==> src/hdl/clock_status_pkg.sv <==
// Purpose: Constants for the clock status and interrupt register block.
// Assumes: APB slave with 32-bit data, one aligned word per register.
// Notes: Bit positions are shared by the command, mask and status views.
// Operation
// - Writing one to an enable command bit enables that interrupt; zero does nothing.
// - Writing one to a disable command bit disables that interrupt; zero does nothing.
// - Mask view reads zero for enabled and one for disabled interrupts.
// - Status bit 0 reads one once the main oscillator is stable.
// - Status bit 1 reads one while PLL A is locked.
// - Status bit 2 reads one while PLL B is locked.
// - Status bit 3 reads one while the master clock is ready.
// - Status bit 7 reads zero for internal RC, one for external crystal.
// - Status bits 8 and 9 read one while programmable clock 0 or 1 is ready.
// - PLL A lock sets on the slow clock rising edge after the programmed count has run down, one edge more than the count since configuration.
`default_nettype none

package clock_status_pkg;

    localparam int unsigned ADDR_W        = 8;

    ////////////////////////////////////////////////////////////////////////////////
    localparam logic [7:0]  OFS_INT_ENABLE  = 8'h00;
    localparam logic [7:0]  OFS_INT_DISABLE = 8'h04;
    localparam logic [7:0]  OFS_STATUS      = 8'h08;
    localparam logic [7:0]  OFS_MASK_VIEW   = 8'h0c;
    localparam logic [7:0]  OFS_PUMP        = 8'h10;
    localparam logic [7:0]  OFS_PLL_A_CFG   = 8'h14;
    localparam logic [7:0]  OFS_EVENTS      = 8'h18;

    ////////////////////////////////////////////////////////////////////////////////
    localparam int unsigned BIT_OSC_STABLE  = 0;
    localparam int unsigned BIT_PLL_A_LOCK  = 1;
    localparam int unsigned BIT_PLL_B_LOCK  = 2;
    localparam int unsigned BIT_MCK_READY   = 3;
    localparam int unsigned BIT_SLOW_SRC    = 7;
    localparam int unsigned BIT_PCK0_READY  = 8;
    localparam int unsigned BIT_PCK1_READY  = 9;

    localparam logic [31:0] INT_BITS        = 32'h0000_030f;
    localparam logic [31:0] PUMP_BITS       = 32'h0001_0001;
    localparam logic [31:0] RESET_ENABLES   = 32'h0000_0000;
    localparam logic [31:0] RESET_PUMP      = 32'h0000_0000;
    localparam logic [31:0] RESET_PLL_A_CFG = 32'h2000_0000;

    localparam int unsigned LOCK_CNT_LSB    = 8;
    localparam int unsigned LOCK_CNT_W      = 6;

    ////////////////////////////////////////////////////////////////////////////////
    localparam int unsigned SYNC_W          = 7;
    localparam int unsigned SY_OSC          = 0;
    localparam int unsigned SY_PLL_B        = 1;
    localparam int unsigned SY_MCK          = 2;
    localparam int unsigned SY_PCK0         = 3;
    localparam int unsigned SY_PCK1         = 4;
    localparam int unsigned SY_SLOW_SRC     = 5;
    localparam int unsigned SY_SLOW_CLK     = 6;

endpackage : clock_status_pkg

`default_nettype wire

==> src/hdl/level_sync.sv <==
// Purpose: Two-stage synchroniser for a bank of asynchronous levels.
// Assumes: Inputs are slow levels; no bus coherency across bits is needed.
// Notes: The first stage feeds only the second stage.
`default_nettype none

module level_sync #(
    parameter int unsigned WIDTH = 1
) (
    input  wire logic             clock_i,
    input  wire logic             nrst_i,
    input  wire logic [WIDTH-1:0] async_i,
    output logic      [WIDTH-1:0] sync_o
);

    typedef struct packed {
        logic [WIDTH-1:0] meta;
        logic [WIDTH-1:0] held;
    } sync_state_s;

    sync_state_s state_q;
    sync_state_s state_d;

    always_comb begin
        state_d      = state_q;
        state_d.meta = async_i;
        state_d.held = state_q.meta;
    end

    always_ff @(posedge clock_i) begin
        if (!nrst_i) begin
            state_q <= '0;
        end else begin
            state_q <= state_d;
        end
    end

    assign sync_o = state_q.held;

endmodule : level_sync

`default_nettype wire

==> src/hdl/clock_status_interrupt_regs.sv <==
// Purpose: Clock status, interrupt mask and pump current registers on APB.
// Assumes: Status levels arrive from other clock domains; the slow clock is sampled.
// Notes: One wait state on every transfer so that all bus outputs are registered.
//
// Added by the designer: register access over APB and the register offsets.
`default_nettype none

module clock_status_interrupt_regs (
    input  wire logic        clock_i,
    input  wire logic        nrst_i,
    input  wire logic        psel_i,
    input  wire logic        penable_i,
    input  wire logic        pwrite_i,
    input  wire logic [7:0]  paddr_i,
    input  wire logic [31:0] pwdata_i,
    output logic      [31:0] prdata_o,
    output logic             pready_o,
    output logic             pslverr_o,
    input  wire logic        main_osc_stable_i,
    input  wire logic        pll_b_locked_i,
    input  wire logic        master_clk_ready_i,
    input  wire logic [1:0]  prog_clk_ready_i,
    input  wire logic        slow_osc_source_i,
    input  wire logic        slow_clk_i,
    output logic             irq_o,
    output logic [31:0]      pll_a_config_o,
    output logic             pll_a_pump_current_o,
    output logic             pll_b_pump_current_o
);

    ////////////////////////////////////////////////////////////////////////////////
    typedef struct packed {
        logic        pready;
        logic        pslverr;
        logic [31:0] prdata;
        logic        irq;
        logic [31:0] enables;
        logic [31:0] events;
        logic [31:0] status_prev;
        logic [31:0] pump;
        logic [31:0] pll_a_cfg;
        logic [clock_status_pkg::LOCK_CNT_W-1:0] lock_cnt;
        logic        lock_pending;
        logic        pll_a_locked;
        logic        slow_prev;
    } regs_state_s;

    localparam regs_state_s RESET_STATE = '{
        pready:       1'b0,
        pslverr:      1'b0,
        prdata:       32'h0000_0000,
        irq:          1'b0,
        enables:      clock_status_pkg::RESET_ENABLES,
        events:       32'h0000_0000,
        status_prev:  32'h0000_0000,
        pump:         clock_status_pkg::RESET_PUMP,
        pll_a_cfg:    clock_status_pkg::RESET_PLL_A_CFG,
        lock_cnt:     '0,
        lock_pending: 1'b0,
        pll_a_locked: 1'b0,
        slow_prev:    1'b0
    };

    regs_state_s state_q;
    regs_state_s state_d;

    logic [clock_status_pkg::SYNC_W-1:0] sync_lvl;
    logic [31:0]                         status_now;
    logic [31:0]                         read_word;
    logic                                addr_hit;
    logic                                access;
    logic                                wr_fire;
    logic                                slow_edge;

    ////////////////////////////////////////////////////////////////////////////////
    // Clock-domain levels and the slow clock are resynchronised before any use.
    level_sync #(
        .WIDTH (clock_status_pkg::SYNC_W)
    ) u_level_sync (
        .clock_i (clock_i),
        .nrst_i  (nrst_i),
        .async_i ({slow_clk_i, slow_osc_source_i, prog_clk_ready_i,
                   master_clk_ready_i, pll_b_locked_i, main_osc_stable_i}),
        .sync_o  (sync_lvl)
    );

    assign slow_edge = sync_lvl[clock_status_pkg::SY_SLOW_CLK] & ~state_q.slow_prev;
    assign access    = psel_i & penable_i & ~state_q.pready;
    assign wr_fire   = psel_i & penable_i & state_q.pready & pwrite_i & ~state_q.pslverr;

    ////////////////////////////////////////////////////////////////////////////////
    always_comb begin
        status_now = 32'h0000_0000;
        status_now[clock_status_pkg::BIT_OSC_STABLE] = sync_lvl[clock_status_pkg::SY_OSC];
        status_now[clock_status_pkg::BIT_PLL_A_LOCK] = state_q.pll_a_locked;
        status_now[clock_status_pkg::BIT_PLL_B_LOCK] = sync_lvl[clock_status_pkg::SY_PLL_B];
        status_now[clock_status_pkg::BIT_MCK_READY]  = sync_lvl[clock_status_pkg::SY_MCK];
        status_now[clock_status_pkg::BIT_SLOW_SRC]   = sync_lvl[clock_status_pkg::SY_SLOW_SRC];
        status_now[clock_status_pkg::BIT_PCK0_READY] = sync_lvl[clock_status_pkg::SY_PCK0];
        status_now[clock_status_pkg::BIT_PCK1_READY] = sync_lvl[clock_status_pkg::SY_PCK1];
    end

    always_comb begin
        addr_hit  = 1'b1;
        read_word = 32'h0000_0000;
        case (paddr_i)
            clock_status_pkg::OFS_INT_ENABLE:  read_word = 32'h0000_0000;
            clock_status_pkg::OFS_INT_DISABLE: read_word = 32'h0000_0000;
            clock_status_pkg::OFS_STATUS:      read_word = status_now;
            clock_status_pkg::OFS_MASK_VIEW:
                read_word = ~state_q.enables & clock_status_pkg::INT_BITS;
            clock_status_pkg::OFS_PUMP:        read_word = 32'h0000_0000;
            clock_status_pkg::OFS_PLL_A_CFG:   read_word = state_q.pll_a_cfg;
            clock_status_pkg::OFS_EVENTS:      read_word = state_q.events;
            default:                           addr_hit  = 1'b0;
        endcase
    end

    ////////////////////////////////////////////////////////////////////////////////
    always_comb begin
        state_d           = state_q;
        state_d.slow_prev = sync_lvl[clock_status_pkg::SY_SLOW_CLK];

        // Bus side: the first access cycle captures the answer, the second completes.
        state_d.pready  = 1'b0;
        state_d.pslverr = 1'b0;
        if (access) begin
            state_d.pready  = 1'b1;
            state_d.pslverr = ~addr_hit;
            state_d.prdata  = pwrite_i ? 32'h0000_0000 : read_word;
        end

        // Lock countdown on slow clock edges.
        if (state_q.lock_pending && slow_edge) begin
            if (state_q.lock_cnt == '0) begin
                state_d.pll_a_locked = 1'b1;
                state_d.lock_pending = 1'b0;
            end else begin
                state_d.lock_cnt = state_q.lock_cnt - 1'b1;
            end
        end

        // Sticky events: a new rising level wins over a clear in the same cycle.
        state_d.status_prev = status_now;
        state_d.events      = state_q.events;
        if (wr_fire && paddr_i == clock_status_pkg::OFS_EVENTS) begin
            state_d.events = state_q.events & ~pwdata_i;
        end
        state_d.events = state_d.events
                       | (status_now & ~state_q.status_prev & clock_status_pkg::INT_BITS);

        if (wr_fire) begin
            case (paddr_i)
                clock_status_pkg::OFS_INT_ENABLE: begin
                    state_d.enables = state_q.enables
                                    | (pwdata_i & clock_status_pkg::INT_BITS);
                end
                clock_status_pkg::OFS_INT_DISABLE: begin
                    state_d.enables = state_q.enables
                                    & ~(pwdata_i & clock_status_pkg::INT_BITS);
                end
                clock_status_pkg::OFS_PUMP: begin
                    // The PLL B current is held as written; software is expected to keep it zero.
                    state_d.pump = pwdata_i & clock_status_pkg::PUMP_BITS;
                end
                clock_status_pkg::OFS_PLL_A_CFG: begin
                    state_d.pll_a_cfg    = pwdata_i;
                    state_d.lock_cnt     = pwdata_i[clock_status_pkg::LOCK_CNT_LSB +:
                                                    clock_status_pkg::LOCK_CNT_W];
                    state_d.lock_pending = 1'b1;
                    state_d.pll_a_locked = 1'b0;
                end
                default: begin
                    // Status and mask view are read-only, so the write is dropped.
                    state_d.enables = state_q.enables;
                end
            endcase
        end

        // Levels keep the line high; events also catch pulses shorter than a poll.
        state_d.irq = |((status_now | state_q.events) & state_q.enables
                        & clock_status_pkg::INT_BITS);
    end

    always_ff @(posedge clock_i) begin
        if (!nrst_i) begin
            state_q <= RESET_STATE;
        end else begin
            state_q <= state_d;
        end
    end

    ////////////////////////////////////////////////////////////////////////////////
    assign prdata_o             = state_q.prdata;
    assign pready_o             = state_q.pready;
    assign pslverr_o            = state_q.pslverr;
    assign irq_o                = state_q.irq;
    assign pll_a_config_o       = state_q.pll_a_cfg;
    assign pll_a_pump_current_o = state_q.pump[0];
    assign pll_b_pump_current_o = state_q.pump[16];

    logic rd_done;
    assign rd_done = psel_i & penable_i & state_q.pready & ~pwrite_i;

    logic [31:0] rise_bits;
    assign rise_bits = status_now & ~state_q.status_prev & clock_status_pkg::INT_BITS;
endmodule : clock_status_interrupt_regs

`default_nettype wire

==> config.mk <==
export PLATFORM = sky130hd
export DESIGN_NAME = clock_status_interrupt_regs
export DESIGN_NICKNAME = d
export VERILOG_FILES = /design/src/hdl/clock_status_pkg.sv /design/src/hdl/level_sync.sv /design/src/hdl/clock_status_interrupt_regs.sv
export SDC_FILE = /design/constraint.sdc
export NUM_CORES = 1
export LEC_CHECK = 0
export BUFFER_PORTS_ARGS = -buffer_cell sky130_fd_sc_hd__buf_4
export CAP_MARGIN = 20
export CORE_MARGIN = 4
export CORE_UTILIZATION = 45
export DETAILED_ROUTE_END_ITERATION = 16
export PLACE_DENSITY_LB_ADDON = 0.1
export SYNTH_ARGS = -nofsm -noshare
export SYNTH_HDL_FRONTEND = slang
export SYNTH_SLANG_ARGS = --single-unit
==> constraint.sdc <==
create_clock -name clock_i -period 1.8 [get_ports clock_i]
set_input_delay 0.18 -clock clock_i [delete_from_list [all_inputs] [get_ports clock_i]]
set_output_delay 0.18 -clock clock_i [all_outputs]
set_load 0.01 [all_outputs]
### After elaboration in Yosys (flattened, before gate mapping)

Index checks and enable logic that the tools add are counted.

| storage, ports and cells | value |
|---|---|
| flip-flop bits (word level) | 163 |
| bits of input ports | 52 |
| output and inout bits | 69 |
| logic and storage cells | 65 |

| operators by class | value |
|---|---|
| add/subtract/negate cells | 1 |
| eq/ne operators | 6 |
| muxes and demuxes | 11 |
| bitwise operators | 21 |
| reduce and logical (&&, ||, !) cells | 11 |

Operators by type and width:

| kind | count |
|---|---|
| case mux 32 bit (4 select lines) | 1 |
| AND 32 bit | 2 |
| two-way mux 32 bit | 2 |
| bitwise OR 32 x 10 -> 32 bit | 2 |
| case mux 32 bit (2 select lines) | 1 |
| two-way mux 34 bit | 1 |
| inverter 10 -> 32 bit | 1 |
| inverter 32 bit | 1 |
| == test 8 x 5 -> 1 bit (second input constant) | 3 |
| two-way mux 8 bit | 3 |
| AND 10 bit | 2 |
| inverter 10 bit | 2 |
| == test 8 x 4 -> 1 bit (second input constant) | 2 |
| bitwise OR 10 bit | 1 |
| == test 8 x 3 -> 1 bit (second input constant) | 1 |
| logical NOT 8 bit | 1 |
| AND reduction 2 bit | 4 |
| OR reduction 7 bit | 1 |
| AND 1 bit | 6 |
| logical NOT 6 bit | 1 |
| two-way mux 6 bit | 1 |
| OR reduction 6 bit | 1 |
| subtractor 6 x 1 -> 6 bit (second input constant) | 1 |
| inverter 1 bit | 4 |
| 4 further kinds | 5 |

### Depth between registers and ports, before layout

Gate-level depths: netlist of run 1.

| logic depth | value |
|---|---|
| depth in word-level cells | 7 |
| gate-level depth with buffers | 7 |
| mapped depth without buffers | 6 |

### By module

Synthesis of run 1 repeated with hierarchy kept, for this count alone.

| second synthesis, totals | value |
|---|---|
| cell total of the unflattened synthesis | 626 |
| area, all modules | 5669.2 um^2 |

Modules (own cells, without submodules):

| module | times used | cells an instance | area each (um^2) | sequential area each (um^2) |
|---|---|---|---|---|
| clock_status_interrupt_regs | 1 | 597 | 5277.6 | 2442.3 |
| level_sync | 1 | 29 | 391.6 | 280.3 |

### Least setup slack after synthesis of run 1

Ideal clock, no wire load.

| timing | value |
|---|---|
| path kind | flip-flop to flip-flop |
| start | register state_q (netlist bit pready_o) |
| end | register state_q (netlist bit prdata_o[17]) |
| setup time | 0.067 ns |
| arrival | 1.651 ns |
| required time | 1.733 ns |
| setup slack | 0.082 ns |
| stages on the path, launching flop included | 8 |
| path buffers | 3 |
| clock period less this slack | 1.718 ns |
| cell sequence | dfxtp_1 and3b_1 buf_2 nand2_1 or4b_1 buf_2 buf_6 o21ai_2 |

| on the way | value |
|---|---|
| cells in the longest elaborated chain, start to end | 2 |

RTL lines:

| element | line | source |
|---|---|---|
| start, declared | clock_status_interrupt_regs.sv:64 | `regs_state_s state_q;` |
| start signal, assigned | clock_status_interrupt_regs.sv:189 | `state_q <= state_d;` |
| inverter 1 bit | clock_status_interrupt_regs.sv:88 | `assign access = psel_i & penable_i & ~state_q.pready;` |
| AND 1 bit | clock_status_interrupt_regs.sv:88 |  |

No other way between the ends.
A chain may end at the register's enable or synchronous reset.

### Worst setup path after layout of run 1

| timing | value |
|---|---|
| start | register state_q (netlist bit pslverr_o) |
| end | register state_q[130] (netlist name) |

| on the way | value |
|---|---|
| cells in the longest elaborated chain, start to end | 5 |

RTL lines:

| element | line | source |
|---|---|---|
| inverter 1 bit | clock_status_interrupt_regs.sv:89 | `assign wr_fire = psel_i & penable_i & state_q.pready & pwrite_i & ~state_q.pslverr;` |
| AND 1 bit | clock_status_interrupt_regs.sv:89 |  |
| logical AND 1 bit | clock_status_interrupt_regs.sv:146 | `if (wr_fire && paddr_i == clock_status_pkg::OFS_EVENTS) begin` |
| two-way mux 32 bit | clock_status_interrupt_regs.sv:146 |  |
| bitwise OR 32 x 10 -> 32 bit | clock_status_interrupt_regs.sv:150 | `\| (status_now & ~state_q.status_prev & clock_status_pkg::INT_BITS);` |

No other way between the ends.

==> results of run 1 <==
## area by class of cell
type	count	area [um^2]
multi-input cells	390	2220
flip-flops and latches	136	2720
inverters	4	15.0
clock inverters	3	40.0
clock buffers	26	509
fillers	1090	4930
well taps	168	210
repair buffers	183	1470
## flip-flops by register name, indices dropped and copies added (netlist names), named ones only
register	count
state_q	46
pll_a_config_o	32
prdata_o	32
u_level_sync.state_d	7
u_level_sync.sync_o	7
irq_o	1
pll_a_pump_current_o	1
pll_b_pump_current_o	1
pready_o	1
pslverr_o	1
state_d	1
## cell usage after synthesis, types with 3 or more instances
cell type	count
a21boi_0	6
a21oi_1	69
a22oi_1	32
a311oi_1	6
a31oi_1	8
and2_1	22
and4_1	4
buf_1	3
buf_2	10
buf_4	64
clkbuf_1	27
dfxtp_1	136
inv_1	4
nand2_1	131
nand3_1	7
nor2_1	5
nor2b_1	8
nor3_1	5
nor4b_2	3
o21a_1	6
o21ai_0	24
o21ai_2	19
o2bb2ai_1	6
xnor2_1	4
## final timing paths
kind                      startpoint                endpoint  slack [ns]  cells past startpoint
min                      pwdata_i[9]                    flop        0.03                      2
max reg2reg                pslverr_o            state_q[130]        0.13                      4
min reg2reg  u_level_sync.state_d[6]  u_level_sync.sync_o[6]        0.43                      1
max                        pslverr_o            state_q[130]        0.13                      4
## routing by layer
| layer | routed length [um] | share of wire (%) | vias up | global-route usage [%] |
|---|---|---|---|---|
| met5 | 0 | 0 | - | 0 |
| met4 | 114 | 0.81 | 0 | 6.37 |
| met3 | 756 | 5.3 | 10 | 4.85 |
| met2 | 6940 | 49 | 135 | 33.9 |
| met1 | 6350 | 45 | 2183 | 26.2 |
| li1 | - | - | 2317 | - |
## logic make-up (layout without fill, tap and decap cells)
logic type,count (synthesis),after routing
buf+inv,110,216
fa+ha+maj,2,2
simple gates,200,200
compound gates,180,180
flops,136,136
xor+xnor,4,4
mux,4,4
## stage by stage
stage	total power, mW	setup WS (ns)	utilization, %	TNS [ns]	instance area [um^2]
final	6.66	0.129	59.3	0	7180
after global routing	6.90	0.0701	59.3	0	7180
after CTS	6.72	0.144	59.3	0	7180
after detailed placement	3.44	-0.0443	51.7	-0.637	6260
after global placement	3.43	-0.0213	51.7	-0.0368	6260
after floorplan	3.25	0.0816	-	0	5600
## where the power goes
part	total [mW]	switching, mW	internal, mW
Sequential	3.06	0.0163	3.05
Combinational	0.375	0.181	0.193
Clock	3.22	1.17	2.05
Total	6.66	1.36	5.30
## timing repair
action / CTS / global route
setup endpoints to repair: 0 / 0
endpoints found under the hold margin: 38 / 0
buffers inserted: 0 / 0
hold buffers: 37 / 0
## critical path: cells and delay by family, from the launching register on
family	cells	cell delay [ns]
simple gates	2	0.84
flops	1	0.31
buf+inv	1	0.29
compound gates	1	0.10
==> run metrics, run 1 <==
DPL Wire Length 9900 um; Crit-path slowest cell and4_1; CP max FO 15; clock buffer depth 2; Ports 121; TritonCTS Buffers 17; mux cell area share after synthesis 0.759%; Synth area leader dfxtp_1; count of cell types in the netlist 44; crit end category flop; Total GRT Usage 20.4%; Slew HR 69.7%; drt via density 5.10; ranking of synthesized cells by area dfxtp_1 (49%), nand2_1 (8.8%), buf_4 (8.6%), a21oi_1 (6.2%), a22oi_1 (4.3%); Req. time, crit path 2.09 ns; status finished clean; Final Setup Violations 0; syn_area_per_cell slightly below 9 um^2; post-synthesis sequential area ratio 48.6%; commonest non-fill, non-tap cells in the layout buf_4 (146), dfxtp_1 (136), nand2_1 (131); clock sinks 136; clock-pin slew on the worst setup and hold paths approximately 0.050 ns; Layout area overhead 28.2%; first-pass GRT wire length 23100 um; TritonCTS clock tree yes; Max IR drop VDD about 0.00057 V; nets 786; Synth Flop Type dfxtp_1; drt drc 0; Synth Area in Simple Gates 17.0%; Die X approximately 120 um; Max-Cap Viols 0; Tmin final 1.67 ns; FP Rows 40; post-route insts no fill 910; post-CTS resize count 0; Cell Area, Synth 5600 um^2; Yosys reg bits 136; Core Footprint 12100 um^2; H-tree depth 4; Worst EP arrival slightly below 2 ns; critical path class reg2reg; Tcrit/Tclk final 92.8%; Initial Util 46.3%; ANT cells 0; total gr overflow 0; pwr/cell area 927 nW/um^2; Routed wire per std cell 15.6 um; top cell type's share of synthesized area 48.6%; CP max stage delay 0.47 ns; post-synthesis compound-gate area fraction 20.5%; Min-Delay Path Class in2reg; post-synthesis adder-cell area fraction 0.447%; Pre-antenna DRT Iters 5; most common cell after layout, fill and taps aside buf_4; fmax 598 MHz; final max-slew violation count 0; Synthesis Warnings 0; final hold violations 0; vias in the first global route around 4500; root buf cell clkbuf_16; crit path cell chain and4b_1, and4_1, buf_4, a21oi_1; DRT iter0 DRCs around 240; DRT Wirelength 14200 um; unrepaired setup endpoints after global routing false; Worst Hold Margin 0.0276 ns; RD Place Congestion 0.847; leakage power 2.81 nW; FFs w/ async S/R, synth 0%; DIE AREA 14300 um^2; post-synth net total 690; Post-Syn Instances around 640; pin slew with the least headroom to its limit roughly 0.45 ns; Die Y 120 um; clock skew 0.00428 ns; share of cells above drive strength 1 26.5%; total number of vias 4645; Port-buffer cells 120; largest net degree at the start of global routing 30; Routed Antenna Nets 0; CP Launch Type flop; Placed Cells about 840; initial antenna violation count 0; EDFF count, synth 0; Post-Synth XOR/XNOR Area 0.625%; clock latency on the worst-skew pair 0.41 ns; largest family of logic cells by synthesized area compound AO/OA/AOI/OAI gates
Power figures use the tool's default switching activity.
==> run 2, diff against run 1 <==
--- a/config.mk
+++ b/config.mk
@@ -11,6 +11,8 @@
 export CORE_UTILIZATION = 45
 export DETAILED_ROUTE_END_ITERATION = 16
 export PLACE_DENSITY_LB_ADDON = 0.1
+export RECOVER_POWER = 50
 export SYNTH_ARGS = -nofsm -noshare
 export SYNTH_HDL_FRONTEND = slang
+export SYNTH_HIERARCHICAL = 1
 export SYNTH_SLANG_ARGS = --single-unit
==> run metrics, run 2 <==
P_sw 1.41 mW (was 1.36 mW); Worst EP arrival 1.96 ns (about the same); Routed wire per std cell 15.6 um (about the same); Die Y 120 um (about the same); DIE AREA 14500 um^2 (was 14300 um^2); Initial Util 46.6% (was 46.3%); syn_area_per_cell 9.06 um^2 (was 8.81 um^2); synth cell count leaders dfxtp_1 (136), nand2_1 (124), a21oi_1 (69), buf_4 (69), a22oi_1 (38) (was dfxtp_1 (136), nand2_1 (131), a21oi_1 (69), buf_4 (64), a22oi_1 (32)); Clk pwr share 50.7% (was 48.4%); Synthesis Warnings 6 (was 0); DRT iter0 DRCs 352 (was 238); Yosys reg bits 136 (unchanged); Slew HR 18.4% (was 69.7%); Tmin final 1.63 ns (was 1.67 ns); Internal Power 5.51 mW (was 5.30 mW); Max-Cap Viols 0 (unchanged); Ports 121 (unchanged); multi-input combinational cell area 2250 um^2 (was 2220 um^2); EDFF count, synth 0 (unchanged); CP max FO 4 (was 15); final cell utilization of the core 57.6% (was 59.3%); FP Rows 40 (unchanged); critical path class reg2reg (unchanged); first-pass GRT wire length 22700 um (was 23100 um); Max IR drop VDD 0.000456 V (was 0.000573 V); drt via density 5.18 (was 5.10); Largest register FFs 46 (unchanged); share of cells above drive strength 1 18.0% (was 26.5%); pin slew with the least headroom to its limit 1.22 ns (was 0.454 ns); CP Launch Type flop (unchanged); ranking of synthesized cells by area dfxtp_1 (48%), buf_4 (9.1%), nand2_1 (8.2%), a21oi_1 (6.1%), a22oi_1 (5.0%) (was dfxtp_1 (49%), nand2_1 (8.8%), buf_4 (8.6%), a21oi_1 (6.2%), a22oi_1 (4.3%)); Layout area overhead 23.5% (was 28.2%); Core Footprint 12200 um^2 (was 12100 um^2); initial antenna violation count 0 (unchanged); most common cell in the netlist dfxtp_1 (unchanged); final hold violations 0 (unchanged); most common cell after layout, fill and taps aside dfxtp_1 (was buf_4); count of cell types in the netlist 51 (was 44); Post-Syn Instances 626 (was 636); Min-Delay Path Class in2reg (unchanged); FF+latch area 2720 um^2 (unchanged); commonest non-fill, non-tap cells in the layout dfxtp_1 (136), nand2_1 (124), clkbuf_1 (70) (was buf_4 (146), dfxtp_1 (136), nand2_1 (131)); Tcrit/Tclk final 90.4% (was 92.8%); Routed Antenna Nets 0 (unchanged); total number of vias 4639 (was 4645); clock sinks 136 (unchanged); vias in the first global route 4470 (was 4493); Synth Flop Type dfxtp_1 (unchanged); FFs w/ async S/R, synth 0% (unchanged); Req. time, crit path 2.13 ns (was 2.09 ns); pwr/cell area 989 nW/um^2 (was 927 nW/um^2); fmax 614 MHz (was 598 MHz); Total GRT Usage 19.7% (was 20.4%); Cell Area, Synth 5670 um^2 (was 5600 um^2); post-synth net total 680 (was 690); post-synthesis sequential area ratio 48.0% (was 48.6%); TritonCTS Buffers 17 (unchanged); Flop pwr share 44.1% (was 46.0%); fill count 1120 (was 1090); ANT cells 0 (unchanged); largest net degree at the start of global routing 65 (was 30); top cell type's share of synthesized area 48.0% (was 48.6%); crit end category flop (unchanged); final max-slew violation count 0 (unchanged); crit path cell chain inv_1, ha_1, nor2b_1, a21oi_1, mux2_2, o22ai_1 (was and4b_1, and4_1, buf_4, a21oi_1); Port-buffer cells 120 (unchanged); clock latency on the worst-skew pair 0.41 ns (about the same); setup bufs post-CTS 0 (unchanged); DRT Wirelength 14000 um (was 14200 um); Pre-antenna DRT Iters 5 (unchanged); Comb power frac 5.2% (was 5.6%); Crit-path slowest cell dfxtp_1 (was and4_1); DPL Wire Length 9560 um (was 9900 um); Setup TNS 0 ns (unchanged); clock buffer depth 2 (unchanged); drt drc 0 (unchanged); Die X 120 um (about the same); TritonCTS clock tree yes (unchanged); nets 769 (was 786); Synth area leader dfxtp_1 (unchanged); leakage power 2.54 nW (was 2.81 nW); Final Setup Violations 0 (unchanged); switching share of power 20.4% (was 20.5%); clock skew 0.00886 ns (was 0.00428 ns); clock-pin slew on the worst setup and hold paths 0.05 ns (about the same); largest register by flop count state_q (unchanged); Worst Hold Margin 0.0235 ns (was 0.0276 ns); unrepaired setup endpoints after global routing false (unchanged); RD Place Congestion 0.824 (was 0.847); H-tree depth 4 (unchanged); status finished clean (unchanged); root buf cell clkbuf_16 (unchanged); CP max stage delay 0.38 ns (was 0.47 ns); total gr overflow 0 (unchanged)
## run 2: cell types whose count changed in the layout (fill, tap and decap cells not counted), sizes merged, moves of 3 or more
cell | previous run | this run
buf | 146 | 66
a22oi | 32 | 38
a31oi | 8 | 3
o21ai | 44 | 39
nand2 | 131 | 124
o22ai | 1 | 4
clkbuf | 26 | 95
## run 2: worst max-delay path, delay by kind of cell, from the launching register on
family | cells | cell delay (ns)
AO/OA/AOI/OAI | 2 | 0.39
adder cells (fa/ha/maj) | 1 | 0.19
buffers and inverters | 1 | 0.08
flip-flops | 1 | 0.38
multiplexers | 1 | 0.36
AND/OR/NAND/NOR | 1 | 0.15
## run 2: area by class of cell
class / instances / share of cell area, %
clock buffer: 25 / 7.51
clock inverter: 7 / 1.25
inverter: 6 / 0.322
multi-input combinational: 381 / 32.2
sequential: 136 / 38.9
tap: 168 / 3.00
timing repair buffer: 173 / 16.9
## run 2: stage by stage
step | worst slack [ns] | cell area (um^2) | cells | power, mW
final | 0.173 | 7000 | 896 | 6.92
after global placement | 0.193 | 6280 | 827 | 3.41
after CTS | 0.154 | 7260 | 896 | 7.01
after floorplan | 0.252 | 5670 | 626 | 3.24
after global routing | 0.0456 | 7000 | 896 | 7.17
after detailed placement | 0.169 | 6280 | 827 | 3.41
## run 2: power groups by stage
stage / clock network [mW] / registers [mW] / logic (mW)
after global routing: 3.73 / 3.05 / 0.392
after CTS: 3.59 / 3.05 / 0.365
final: 3.51 / 3.05 / 0.361
after detailed placement: 0 / 3.12 / 0.299
after floorplan: 0 / 3.11 / 0.123
after global placement: 0 / 3.12 / 0.297
## run 2: worst paths after layout
kind / start / end / slack, ns / cells past startpoint
max: state_q[3] / state_q[4] / 0.17 / 6
min: pwdata_i[0] / flop / 0.02 / 2
max reg2reg: state_q[3] / state_q[4] / 0.17 / 6
min reg2reg: state_q[122] / state_q[122] / 0.43 / 2
## run 2: what timing repair did
item / 4_1_cts / 5_1_grt
setup endpoints to repair: 0 / 0
hold endpoints to repair: 38 / 0
hold buffers: 37 / 0
gates resized for setup: 0 / 0
## run 2: layer usage
metal,up-vias,global-route usage [%],wire length [um],share of wire (%)
met5,-,0,0,0
met4,0,8.57,246,1.8
li1,2276,-,-,-
met2,159,31.1,6510,47
met3,20,4.40,865,6.2
met1,2184,25.9,6370,46
## run 2: kinds of logic (layout without fill, tap and decap cells)
logic type      after synthesis  after routing  share of synthesized area [%]
simple gates                192            192                           17.9
compound gates              179            179                           19.8
flops                       136            136                           48.0
buf+inv                     109            211                           12.5
xor+xnor                      5              5                          0.772
mux                           3              3                          0.552
fa+ha+maj                     2              2                          0.441
